`src/rtl/serial_port_cfg.svh`:
```
// Constants of the serial port: timing, character codes, register map and field positions
`ifndef SERIAL_PORT_CFG_SVH
`define SERIAL_PORT_CFG_SVH

// ----------------------------------------
// Timing
// ----------------------------------------
`define CLK_HZ 20000000
`define SETTLE_MS 1000
`define SETTLE_CYC ((`CLK_HZ / 1000) * `SETTLE_MS)
`define BAUD_RATE_1 110
`define BAUD_RATE_2 300
`define BAUD_RATE_3 600
`define BAUD_RATE_4 1200
`define BAUD_RATE_5 2400
`define BAUD_RATE_6 4800
`define BAUD_RATE_7 9600

// ----------------------------------------
// Character codes and reset values
// ----------------------------------------
`define XON_CHAR 8'h11
`define XOFF_CHAR 8'h13
`define FMT_DEFAULT 3'h3
`define BAUD_DEFAULT 3'h7

// ----------------------------------------
// Register map, byte addresses
// ----------------------------------------
`define APB_AW 12
`define OFS_CONFIG 12'h000
`define OFS_CONTROL 12'h004
`define OFS_STATUS 12'h008
`define OFS_IRQ_STATUS 12'h00C
`define OFS_IRQ_MASK 12'h010
`define OFS_TXDATA 12'h014
`define OFS_RXDATA 12'h018

// ----------------------------------------
// Field positions
// ----------------------------------------
`define CFG_FMT_LSB 0
`define CFG_BAUD_LSB 4
`define CFG_SW_BIT 8
`define CTL_START_BIT 0
`define CTL_STOP_BIT 1
`define STS_TX_BUSY_BIT 3
`define STS_TX_FULL_BIT 4
`define STS_RX_VALID_BIT 5
`define STS_XOFF_BIT 6
`define IRQ_W 6
`endif

```
`src/rtl/serial_port_pkg.sv`:
```
// Types and character-format helpers shared by both ends of the serial link
package serial_port_pkg;
`include "serial_port_cfg.svh"

	typedef enum logic [2:0] {
		ST_IDLE = 3'b000,
		ST_WAIT_REMOTE = 3'b001,
		ST_SETTLE = 3'b010,
		ST_ACTIVE = 3'b011,
		ST_PAUSED = 3'b100
	} link_state_t;

	typedef struct packed {
		logic [3:0] nbits;
		logic par_en;
		logic par_odd;
	} char_fmt_t;

	function automatic char_fmt_t decode_fmt(input logic [2:0] code);
		case (code)
			3'h1: return '{4'h7, 1'b0, 1'b0};
			3'h2: return '{4'h8, 1'b0, 1'b0};
			3'h4: return '{4'h8, 1'b1, 1'b0};
			3'h5: return '{4'h7, 1'b1, 1'b1};
			3'h6: return '{4'h8, 1'b1, 1'b1};
			// Tape code: seven code bits with odd parity
			3'h7: return '{4'h7, 1'b1, 1'b1};
			default: return '{4'h7, 1'b1, 1'b0};
		endcase
	endfunction

	function automatic logic [24:0] baud_div(input logic [2:0] code, input int unsigned clk_hz);
		case (code)
			3'h1: return 25'(clk_hz / `BAUD_RATE_1);
			3'h2: return 25'(clk_hz / `BAUD_RATE_2);
			3'h3: return 25'(clk_hz / `BAUD_RATE_3);
			3'h4: return 25'(clk_hz / `BAUD_RATE_4);
			3'h5: return 25'(clk_hz / `BAUD_RATE_5);
			3'h6: return 25'(clk_hz / `BAUD_RATE_6);
			default: return 25'(clk_hz / `BAUD_RATE_7);
		endcase
	endfunction

	function automatic logic parity(input logic [7:0] d, input char_fmt_t f);
		return (^(f.nbits == 4'h8 ? d : {1'b0, d[6:0]})) ^ f.par_odd;
	endfunction
endpackage

```
`src/rtl/serial_link_if.sv`:
```
// Serial link wires between the control port and the remote party
`timescale 1ns/1ps
interface serial_link_if;
	logic dev_txd;
	logic host_txd;
	logic ctrl_out;
	logic stat_in;
	modport device(output dev_txd, output ctrl_out, input host_txd, input stat_in);
	modport host(input dev_txd, input ctrl_out, output host_txd, output stat_in);
endinterface

```
`src/rtl/serial_port_device.sv`:
```
// Control-side serial port: framing, handshake sequencer, flow control and APB registers
//
// Design decisions made here: the APB register port and the register addresses.
`timescale 1ns/1ps
module serial_port_device import serial_port_pkg::*; #(
	parameter int unsigned clk_hz = `CLK_HZ,
	parameter int unsigned settle_cycles = `SETTLE_CYC
) (
	input wire logic clock,
	input wire logic reset,
	serial_link_if.device link,
	input wire logic psel,
	input wire logic penable,
	input wire logic pwrite,
	input wire logic [`APB_AW-1:0] paddr,
	input wire logic [31:0] pwdata,
	output logic [31:0] prdata,
	output logic pready,
	output logic pslverr,
	input wire logic operator_abort_key,
	output logic irq,
	output logic [3:0] led_red,
	output logic [3:0] led_green
);
	logic [2:0] fmt_q, baud_q;
	logic sw_q;
	char_fmt_t cf;
	logic [24:0] div;
	link_state_t state_q;
	logic [24:0] settle_q;
	logic ctrl_q, key_q, remote_ok, abort_ev;
	logic [31:0] prdata_q, rdata;
	logic pready_q, pslverr_q, hit, acc, wr_ev, rd_ev, start, stop, tx_wr, rx_pop;
	logic [7:0] txh_q;
	logic txh_v_q, tx_go, tx_done;
	logic [11:0] tsh_q, frame;
	logic [3:0] tleft_q, ttotal;
	logic [24:0] tcnt_q;
	logic rprev_q, rbusy_q, rx_fin, rx_take, is_flow, perr, ferr, xoff_q;
	logic [3:0] ridx_q, rlast;
	logic [11:0] rbits_q;
	logic [24:0] rcnt_q;
	logic [7:0] rdat, rxd_q;
	logic rxv_q;
	logic [`IRQ_W-1:0] sts_q, mask_q, irq_set, irq_clr;
	logic irq_q;
	logic [3:0] red_q, green_q, sig;

	assign cf = decode_fmt(fmt_q);
	assign div = baud_div(baud_q, clk_hz);
	assign remote_ok = sw_q | link.stat_in;

	// ----------------------------------------
	// APB slave
	// ----------------------------------------
	// One wait state so every bus output comes from a flop
	assign acc = psel & penable & pready_q;
	assign wr_ev = acc & pwrite & hit;
	assign rd_ev = acc & ~pwrite & hit;
	assign start = wr_ev && paddr == `OFS_CONTROL && pwdata[`CTL_START_BIT];
	assign stop = wr_ev && paddr == `OFS_CONTROL && pwdata[`CTL_STOP_BIT];
	assign tx_wr = wr_ev && paddr == `OFS_TXDATA;
	assign rx_pop = rd_ev && paddr == `OFS_RXDATA;
	assign irq_clr = (wr_ev && paddr == `OFS_IRQ_STATUS) ? pwdata[`IRQ_W-1:0] : '0;

	always_comb begin
		hit = 1'b1;
		rdata = '0;
		case (paddr)
			`OFS_CONFIG: begin
				rdata[`CFG_FMT_LSB +: 3] = fmt_q;
				rdata[`CFG_BAUD_LSB +: 3] = baud_q;
				rdata[`CFG_SW_BIT] = sw_q;
			end
			`OFS_CONTROL: rdata = '0;
			`OFS_STATUS: begin
				rdata[2:0] = state_q;
				rdata[`STS_TX_BUSY_BIT] = tleft_q != 4'h0;
				rdata[`STS_TX_FULL_BIT] = txh_v_q;
				rdata[`STS_RX_VALID_BIT] = rxv_q;
				rdata[`STS_XOFF_BIT] = xoff_q;
			end
			`OFS_IRQ_STATUS: rdata[`IRQ_W-1:0] = sts_q;
			`OFS_IRQ_MASK: rdata[`IRQ_W-1:0] = mask_q;
			`OFS_TXDATA: rdata = '0;
			`OFS_RXDATA: rdata[7:0] = rxd_q;
			default: hit = 1'b0;
		endcase
	end

	always_ff @(posedge clock) begin
		if (reset) begin
			pready_q <= 1'b0;
			pslverr_q <= 1'b0;
			prdata_q <= '0;
		end else begin
			pready_q <= psel & penable & ~pready_q;
			if (psel & penable & ~pready_q) begin
				prdata_q <= pwrite ? '0 : rdata;
				pslverr_q <= ~hit;
			end
		end
	end

	// Format may only change while the sequencer is in ST_IDLE
	always_ff @(posedge clock) begin
		if (reset) begin
			fmt_q <= `FMT_DEFAULT;
			baud_q <= `BAUD_DEFAULT;
			sw_q <= 1'b0;
		end else if (wr_ev && paddr == `OFS_CONFIG && state_q == ST_IDLE) begin
			fmt_q <= pwdata[`CFG_FMT_LSB +: 3];
			baud_q <= pwdata[`CFG_BAUD_LSB +: 3];
			sw_q <= pwdata[`CFG_SW_BIT];
		end
	end

	// ----------------------------------------
	// Handshake sequencer
	// ----------------------------------------
	assign abort_ev = operator_abort_key & ~key_q & (state_q != ST_IDLE);

	always_ff @(posedge clock) begin
		if (reset) begin
			state_q <= ST_IDLE;
			settle_q <= '0;
			key_q <= 1'b0;
			ctrl_q <= 1'b0;
		end else begin
			key_q <= operator_abort_key;
			ctrl_q <= state_q != ST_IDLE;
			if (abort_ev | stop) begin
				state_q <= ST_IDLE;
			end else begin
				case (state_q)
					ST_IDLE: if (start) state_q <= ST_WAIT_REMOTE;
					ST_WAIT_REMOTE: begin
						if (remote_ok) begin
							state_q <= ST_SETTLE;
							settle_q <= 25'(settle_cycles - 1);
						end
					end
					ST_SETTLE: begin
						if (!remote_ok) state_q <= ST_PAUSED;
						else if (settle_q == '0) state_q <= ST_ACTIVE;
						else settle_q <= settle_q - 25'h1;
					end
					ST_ACTIVE: if (!remote_ok) state_q <= ST_PAUSED;
					ST_PAUSED: if (remote_ok) state_q <= ST_ACTIVE;
					default: state_q <= ST_IDLE;
				endcase
			end
		end
	end

	// ----------------------------------------
	// Transmitter
	// ----------------------------------------
	// A frame already on the wire finishes when paused; only new frames wait
	assign tx_go = txh_v_q & (tleft_q == 4'h0) & (state_q == ST_ACTIVE) & ~(sw_q & xoff_q);
	assign ttotal = 4'h3 + cf.nbits + {3'h0, cf.par_en};
	assign tx_done = (tleft_q == 4'h1) && (tcnt_q == '0);

	always_comb begin
		frame = '1;
		frame[0] = 1'b0;
		for (int i = 0; i < 8; i++) begin
			if (4'(i) < cf.nbits) frame[i + 1] = txh_q[i];
		end
		if (cf.par_en) frame[cf.nbits + 4'h1] = parity(txh_q, cf);
	end

	always_ff @(posedge clock) begin
		if (reset || abort_ev) begin
			tsh_q <= '1;
			tleft_q <= '0;
			tcnt_q <= '0;
		end else if (tx_go) begin
			tsh_q <= frame;
			tleft_q <= ttotal;
			tcnt_q <= div - 25'h1;
		end else if (tleft_q != 4'h0) begin
			if (tcnt_q == '0) begin
				tsh_q <= {1'b1, tsh_q[11:1]};
				tleft_q <= tleft_q - 4'h1;
				tcnt_q <= div - 25'h1;
			end else begin
				tcnt_q <= tcnt_q - 25'h1;
			end
		end
	end

	always_ff @(posedge clock) begin
		if (reset || abort_ev || stop) begin
			txh_v_q <= 1'b0;
			txh_q <= '0;
		end else if (tx_go) begin
			txh_v_q <= 1'b0;
		end else if (tx_wr && !txh_v_q) begin
			txh_q <= pwdata[7:0];
			txh_v_q <= 1'b1;
		end
	end

	// ----------------------------------------
	// Receiver
	// ----------------------------------------
	// Only the first stop bit is sampled, so one or two are both fine
	assign rlast = cf.nbits + {3'h0, cf.par_en} + 4'h1;
	assign rx_fin = rbusy_q && rcnt_q == '0 && ridx_q == rlast;
	assign rdat = (cf.nbits == 4'h8) ? rbits_q[8:1] : {1'b0, rbits_q[7:1]};
	assign perr = cf.par_en && (parity(rdat, cf) != rbits_q[cf.nbits + 4'h1]);
	assign ferr = ~link.host_txd;
	assign rx_take = rx_fin && (state_q == ST_ACTIVE || state_q == ST_PAUSED);
	assign is_flow = sw_q && (rdat == `XON_CHAR || rdat == `XOFF_CHAR);

	always_ff @(posedge clock) begin
		if (reset) begin
			rprev_q <= 1'b1;
			rbusy_q <= 1'b0;
			ridx_q <= '0;
			rcnt_q <= '0;
			rbits_q <= '0;
		end else begin
			rprev_q <= link.host_txd;
			if (!rbusy_q) begin
				if (rprev_q && !link.host_txd) begin
					rbusy_q <= 1'b1;
					ridx_q <= '0;
					rcnt_q <= div >> 1;
				end
			end else if (rcnt_q != '0) begin
				rcnt_q <= rcnt_q - 25'h1;
			end else begin
				rbits_q[ridx_q] <= link.host_txd;
				ridx_q <= ridx_q + 4'h1;
				rcnt_q <= div - 25'h1;
				if ((ridx_q == 4'h0 && link.host_txd) || ridx_q == rlast) rbusy_q <= 1'b0;
			end
		end
	end

	always_ff @(posedge clock) begin
		if (reset || state_q == ST_IDLE) begin
			xoff_q <= 1'b0;
		end else if (rx_take && sw_q && !ferr) begin
			if (rdat == `XOFF_CHAR) xoff_q <= 1'b1;
			else if (rdat == `XON_CHAR) xoff_q <= 1'b0;
		end
	end

	always_ff @(posedge clock) begin
		if (reset) begin
			rxv_q <= 1'b0;
			rxd_q <= '0;
		end else if (rx_take && !is_flow) begin
			rxv_q <= 1'b1;
			rxd_q <= rdat;
		end else if (rx_pop) begin
			rxv_q <= 1'b0;
		end
	end

	// ----------------------------------------
	// Interrupts and indicators
	// ----------------------------------------
	assign irq_set = {rx_take & ~is_flow & rxv_q & ~rx_pop, abort_ev, rx_take & ferr, rx_take & perr,
		tx_done & ~abort_ev, rx_take & ~is_flow};
	assign sig = {link.stat_in, ctrl_q, link.host_txd, tsh_q[0]};

	always_ff @(posedge clock) begin
		if (reset) begin
			sts_q <= '0;
			mask_q <= '0;
			irq_q <= 1'b0;
			red_q <= 4'h0;
			green_q <= 4'hF;
		end else begin
			sts_q <= (sts_q & ~irq_clr) | irq_set;
			if (wr_ev && paddr == `OFS_IRQ_MASK) mask_q <= pwdata[`IRQ_W-1:0];
			irq_q <= |(sts_q & mask_q);
			red_q <= sig;
			green_q <= ~sig;
		end
	end

	assign link.dev_txd = tsh_q[0];
	assign link.ctrl_out = ctrl_q;
	assign prdata = prdata_q;
	assign pready = pready_q;
	assign pslverr = pslverr_q;
	assign irq = irq_q;
	assign led_red = red_q;
	assign led_green = green_q;
endmodule

```
`src/flat_wrapper.sv`:
```
// flat-port wrapper written by rule: the top's interface ports become plain ports
module serial_port_device_flat import serial_port_pkg::*;
#(
	parameter int unsigned clk_hz = `CLK_HZ,
	parameter int unsigned settle_cycles = `SETTLE_CYC
)
  (clock, reset, psel, penable, pwrite, paddr, pwdata, prdata, pready, pslverr, operator_abort_key, irq, led_red, led_green, link_dev_txd, link_ctrl_out, link_host_txd, link_stat_in);
  serial_link_if link_i ();
  input wire logic clock;
  input wire logic reset;
  input wire logic psel;
  input wire logic penable;
  input wire logic pwrite;
  input wire logic [`APB_AW-1:0] paddr;
  input wire logic [31:0] pwdata;
  output logic [31:0] prdata;
  output logic pready;
  output logic pslverr;
  input wire logic operator_abort_key;
  output logic irq;
  output logic [3:0] led_red;
  output logic [3:0] led_green;
  output wire logic [$bits(link_i.dev_txd)-1:0] link_dev_txd;
  output wire logic [$bits(link_i.ctrl_out)-1:0] link_ctrl_out;
  input wire logic [$bits(link_i.host_txd)-1:0] link_host_txd;
  input wire logic [$bits(link_i.stat_in)-1:0] link_stat_in;
  assign link_dev_txd = link_i.dev_txd;
  assign link_ctrl_out = link_i.ctrl_out;
  assign link_i.host_txd = link_host_txd;
  assign link_i.stat_in = link_stat_in;
  serial_port_device #(.clk_hz(clk_hz), .settle_cycles(settle_cycles)) u_core (.clock(clock), .reset(reset), .link(link_i), .psel(psel), .penable(penable), .pwrite(pwrite), .paddr(paddr), .pwdata(pwdata), .prdata(prdata), .pready(pready), .pslverr(pslverr), .operator_abort_key(operator_abort_key), .irq(irq), .led_red(led_red), .led_green(led_green));
endmodule
```
`config.mk`:
```
export PLATFORM = sky130hd
export DESIGN_NAME = serial_port_device_flat
export DESIGN_NICKNAME = d
export VERILOG_FILES = /design/src/rtl/serial_port_pkg.sv /design/src/rtl/serial_link_if.sv /design/src/rtl/serial_port_device.sv /design/src/flat_wrapper.sv
export VERILOG_INCLUDE_DIRS = /design/src /design/src/rtl
export SDC_FILE = /design/constraint.sdc
export NUM_CORES = 1
export LEC_CHECK = 0
export BUFFER_PORTS_ARGS = -buffer_cell sky130_fd_sc_hd__buf_4
export CAP_MARGIN = 25
export CORE_MARGIN = 2
export CORE_UTILIZATION = 54
export DETAILED_ROUTE_END_ITERATION = 10
export PLACE_DENSITY = 0.77
export SETUP_SLACK_MARGIN = 0.4
export SYNTH_ARGS = -nofsm -noshare
export SYNTH_HDL_FRONTEND = slang
export SYNTH_SLANG_ARGS = --single-unit
```
`constraint.sdc`:
```
create_clock -name clock -period 2.7 [get_ports clock]
set_input_delay 0.54 -clock clock [delete_from_list [all_inputs] [get_ports clock]]
set_output_delay 0.54 -clock clock [all_outputs]
set_load 0.02 [all_outputs]
```
==> impl_metrics.json <==
{
  "post-dp-hpwl_um": 17400,
  "postSynth.asyncResetShare_pct": 0,
  "final.fill_count": 1205,
  "setup.worst_path.start_class": "register",
  "clock_tree.htree_level_count": 4,
  "tritoncts.num_buffers": 17,
  "routed_wire_length_per_instance_um": 18.4,
  "finalInstanceArea_um2": 12000,
  "cts.reportedPaths.clkPinSlew_ns": 0.07,
  "place.port_buffers": 50,
  "first_global_vias": 8459,
  "drt_pre_antenna_iters": 5,
  "yosysWarningCount": 0,
  "diodes": 0,
  "timing.final.ws_setup_ns": 0.106,
  "cts_tree": "built",
  "io_pins": 97,
  "clock_latency_ns": 0.44,
  "die_area_um2": 18300,
  "ys_types": 82,
  "end_of_the_worst_register_to_register_path": "u_core.settle_q[20]",
  "crit_path_cell_trace": "inv_2 -> ha_4 -> or4b_4 -> or4_4 -> buf_6 -> nor3_4 -> buf_12 -> buf_12 -> nor4_4 -> a31o_2 -> nor2_1",
  "die-height_um": 135,
  "setup_tns_after_final_layout_ns": 0,
  "dominant_synthesized_flop_cell": "dfxtp_1",
  "netlist_area_um2": 9290,
  "clockBufferDepth": 2,
  "grt_start_max_net_pins": 46,
  "hold_ws_ns": 0.344,
  "mostFrequentLayoutCells": "dfxtp_1 (155), nor2_1 (143), buf_4 (142), nand2_1 (94), a21oi_1 (68)",
  "overflow": 0,
  "grt_setup_unrepaired": "yes",
  "worst_r2r_startpoint": "u_core.settle_q[0]",
  "synth.avg_cell_area_um2": 8.12,
  "grt_usage_pct": 28.3,
  "slew_headroom_pct": 53.2,
  "worstPathRequired_ns": 3.07,
  "critical_path.max_fanout": 7,
  "finalHoldViolCount": 0,
  "slew_violations": 0,
  "mostFrequentLayoutCell": "dfxtp_1",
  "globalplace.congestion": 0.913,
  "drive_above_1_share_pct": 25.6,
  "placeable_core_area_um2": 16700,
  "drc_errors": 0,
  "dpl_worst_slack_ns": 0.0391,
  "detail_route.iter0.violations": 894,
  "cts_sinks": 168,
  "antenna_found_initial": 0,
  "reg2reg_setup_slack_ns": 0.11,
  "areaGrowthSynthToFinish_pct": 28.6,
  "max_stage_delay_ns": 0.57,
  "grt_first_pass_wirelength_um": 42000,
  "placementRows": 47,
  "timing.final.crit_share_pct": 96.1,
  "synthTopCellsByArea": "dfxtp_1 (36%), nor2_1 (5.9%), mux2i_1 (5.1%)",
  "r2r_cells": 11,
  "number_of_synthesized_flops_with_an_enable_pin": 0,
  "cts.hold.buffers_added": 0,
  "run_status": "finished clean",
  "postSynthRegisterBits": 168,
  "worst_path_max_delay_cell": "or4_4",
  "route.antenna.remaining_nets": 0,
  "critical_path.most_common_cell": "buf_12",
  "worstSetupEndpointType": "register",
  "setup_viol": 0,
  "wirelength_um": 27800,
  "critical_path_arrival_ns": 2.96,
  "route.vias.total": 9310,
  "max_clock_freq_mhz": 385,
  "period_needed_ns": 2.59,
  "synth.largest_area_cell": "dfxtp_1",
  "tightest_slew_ns": 0.696,
  "viasPerCell": 6.18,
  "synth_largest_type_area_fraction_pct": 36.2,
  "layout.core_utilization_pct": 71.6,
  "die_w_um": 135,
  "power_leakage_nw": 4.53,
  "critPathLaunch": "u_core.settle_q[0]",
  "timing.clock.skew_ns": 0.0113,
  "cts-root-buf": "clkbuf_16",
  "power.ir.vdd_worst_uv": 1300,
  "detailed_place.area_um2": 10400,
  "hold_path_class": "in2reg",
  "crit_end": "u_core.settle_q[20]",
  "finish.net_count": 1347,
  "floorplan.initialDensity_pct": 55.6,
  "max_cap_viol_count": 0,
  "pwr_density_cell_nw_per_um2": 853,
  "syn_inst": 1144,
  "sequential_cell_area_fraction_in_the_yosys_report_pct": 36.2,
  "worstSetupPathType": "reg2reg"
}
==> layout make-up <==
class / count / area (um^2) / area share, %
clock buffers: 18 / 429 / 3.59
clock inverters: 14 / 189 / 1.58
inverters: 32 / 124 / 1.04
multi-input cells: 885 / 6050 / 50.6
flip-flops and latches: 168 / 3390 / 28.3
well taps: 220 / 275 / 2.30
repair buffers: 170 / 1500 / 12.5
==> synth_stat cells, drive strengths merged (13+ instances only) <==
| cell | count |
|---|---|
| nor2b | 15 |
| xor2 | 13 |
| or3 | 20 |
| a31oi | 19 |
| nor3 | 54 |
| a211oi | 16 |
| clkbuf | 48 |
| o21ai | 58 |
| nand2 | 96 |
| inv | 32 |
| mux2i | 47 |
| nand2b | 17 |
| dfxtp | 168 |
| nor4 | 27 |
| nand3 | 25 |
| ha | 21 |
| buf | 35 |
| a21oi | 75 |
| xnor2 | 35 |
| or4 | 15 |
| nor2 | 148 |
==> per-layer routing <==
metal / global-route usage, % / share of wire (%) / routed length (um) / vias to the layer above
met5: 0 / 0 / 0 / -
met3: 5.24 / 6.9 / 1920 / 80
met1: 37.9 / 42 / 11600 / 4409
li1: - / - / - / 4364
met4: 8.85 / 2.6 / 723 / 0
met2: 46.5 / 49 / 13500 / 457
==> worst max-delay path, delay by kind of cell, from the launching register on <==
family | cells | cell delay (ns)
fa+ha+maj | 1 | 0.12
compound gates | 1 | 0.23
simple gates | 5 | 1.34
flops | 1 | 0.34
buf+inv | 4 | 0.49
==> how the worst min path moves through the flow <==
| stage | slack (ns) | cells after the start | endpoint | start |
|---|---|---|---|---|
| after floorplan | 0.42 | 2 | u_core.tcnt_q[24] | u_core.tcnt_q[24] |
| after global routing | 0.36 | 3 | u_core.txh_q[7] | pwdata[7] |
| after CTS | 0.34 | 3 | u_core.txh_q[7] | pwdata[7] |
| after global placement | 0.43 | 2 | u_core.tcnt_q[24] | u_core.tcnt_q[24] |
| after detailed placement | 0.43 | 2 | u_core.tcnt_q[24] | u_core.tcnt_q[24] |
| final | 0.34 | 3 | u_core.txh_q[7] | pwdata[7] |
==> flip-flops by register name (all words and copies together), names as in the netlist, 3 cells and up <==
| register | count |
|---|---|
| u_core.sts_q | 6 |
| u_core.fmt_q | 3 |
| u_core.ridx_q | 4 |
| u_core.tcnt_q | 25 |
| u_core.led_red | 4 |
| u_core.tleft_q | 4 |
| u_core.state_q | 3 |
| u_core.settle_q | 25 |
| u_core.led_green | 4 |
| u_core.rxd_q | 8 |
| u_core.rcnt_q | 25 |
| u_core.tsh_q | 10 |
| u_core.prdata | 9 |
| u_core.baud_q | 3 |
| u_core.txh_q | 8 |
| u_core.rbits_q | 10 |
| u_core.mask_q | 6 |
==> kinds of logic (layout without fill, tap and decap cells) <==
| family | after synthesis | count (layout) | synth area share, % |
|---|---|---|---|
| buffers and inverters | 115 | 234 | 5.80 |
| adders and majority gates | 21 | 21 | 2.83 |
| and+or+nand+nor | 483 | 485 | 26.6 |
| DFF | 168 | 168 | 36.2 |
| xor gates and xnor gates | 49 | 49 | 4.77 |
| other | 1 | 23 | 0.0404 |
| AOI/OAI and AO/OA | 249 | 249 | 17.1 |
| muxes | 58 | 58 | 6.60 |
==> power breakdown <==
group	internal (mW)	switching, mW
Combinational	2.16	2.58
Sequential	2.67	0.202
Clock	1.48	1.10
Total	6.32	3.87
==> metrics by stage <==
stage	std cells	power (mW)
6_report	1507	10.2
5_1_grt	1507	10.7
4_1_cts	1479	9.61
3_5_place_dp	1421	6.39
3_3_place_gp	1421	6.34
2_1_floorplan	1166	5.33
==> timing repair <==
item,CTS,global route
setup buffers,23,25
gates cloned,3,3
endpoints found under the setup margin,74,99
pin swaps,22,36
hold endpoints to repair,0,0
gates resized for setup,40,79
No activity file was read; power rests on OpenSTA's default activity.
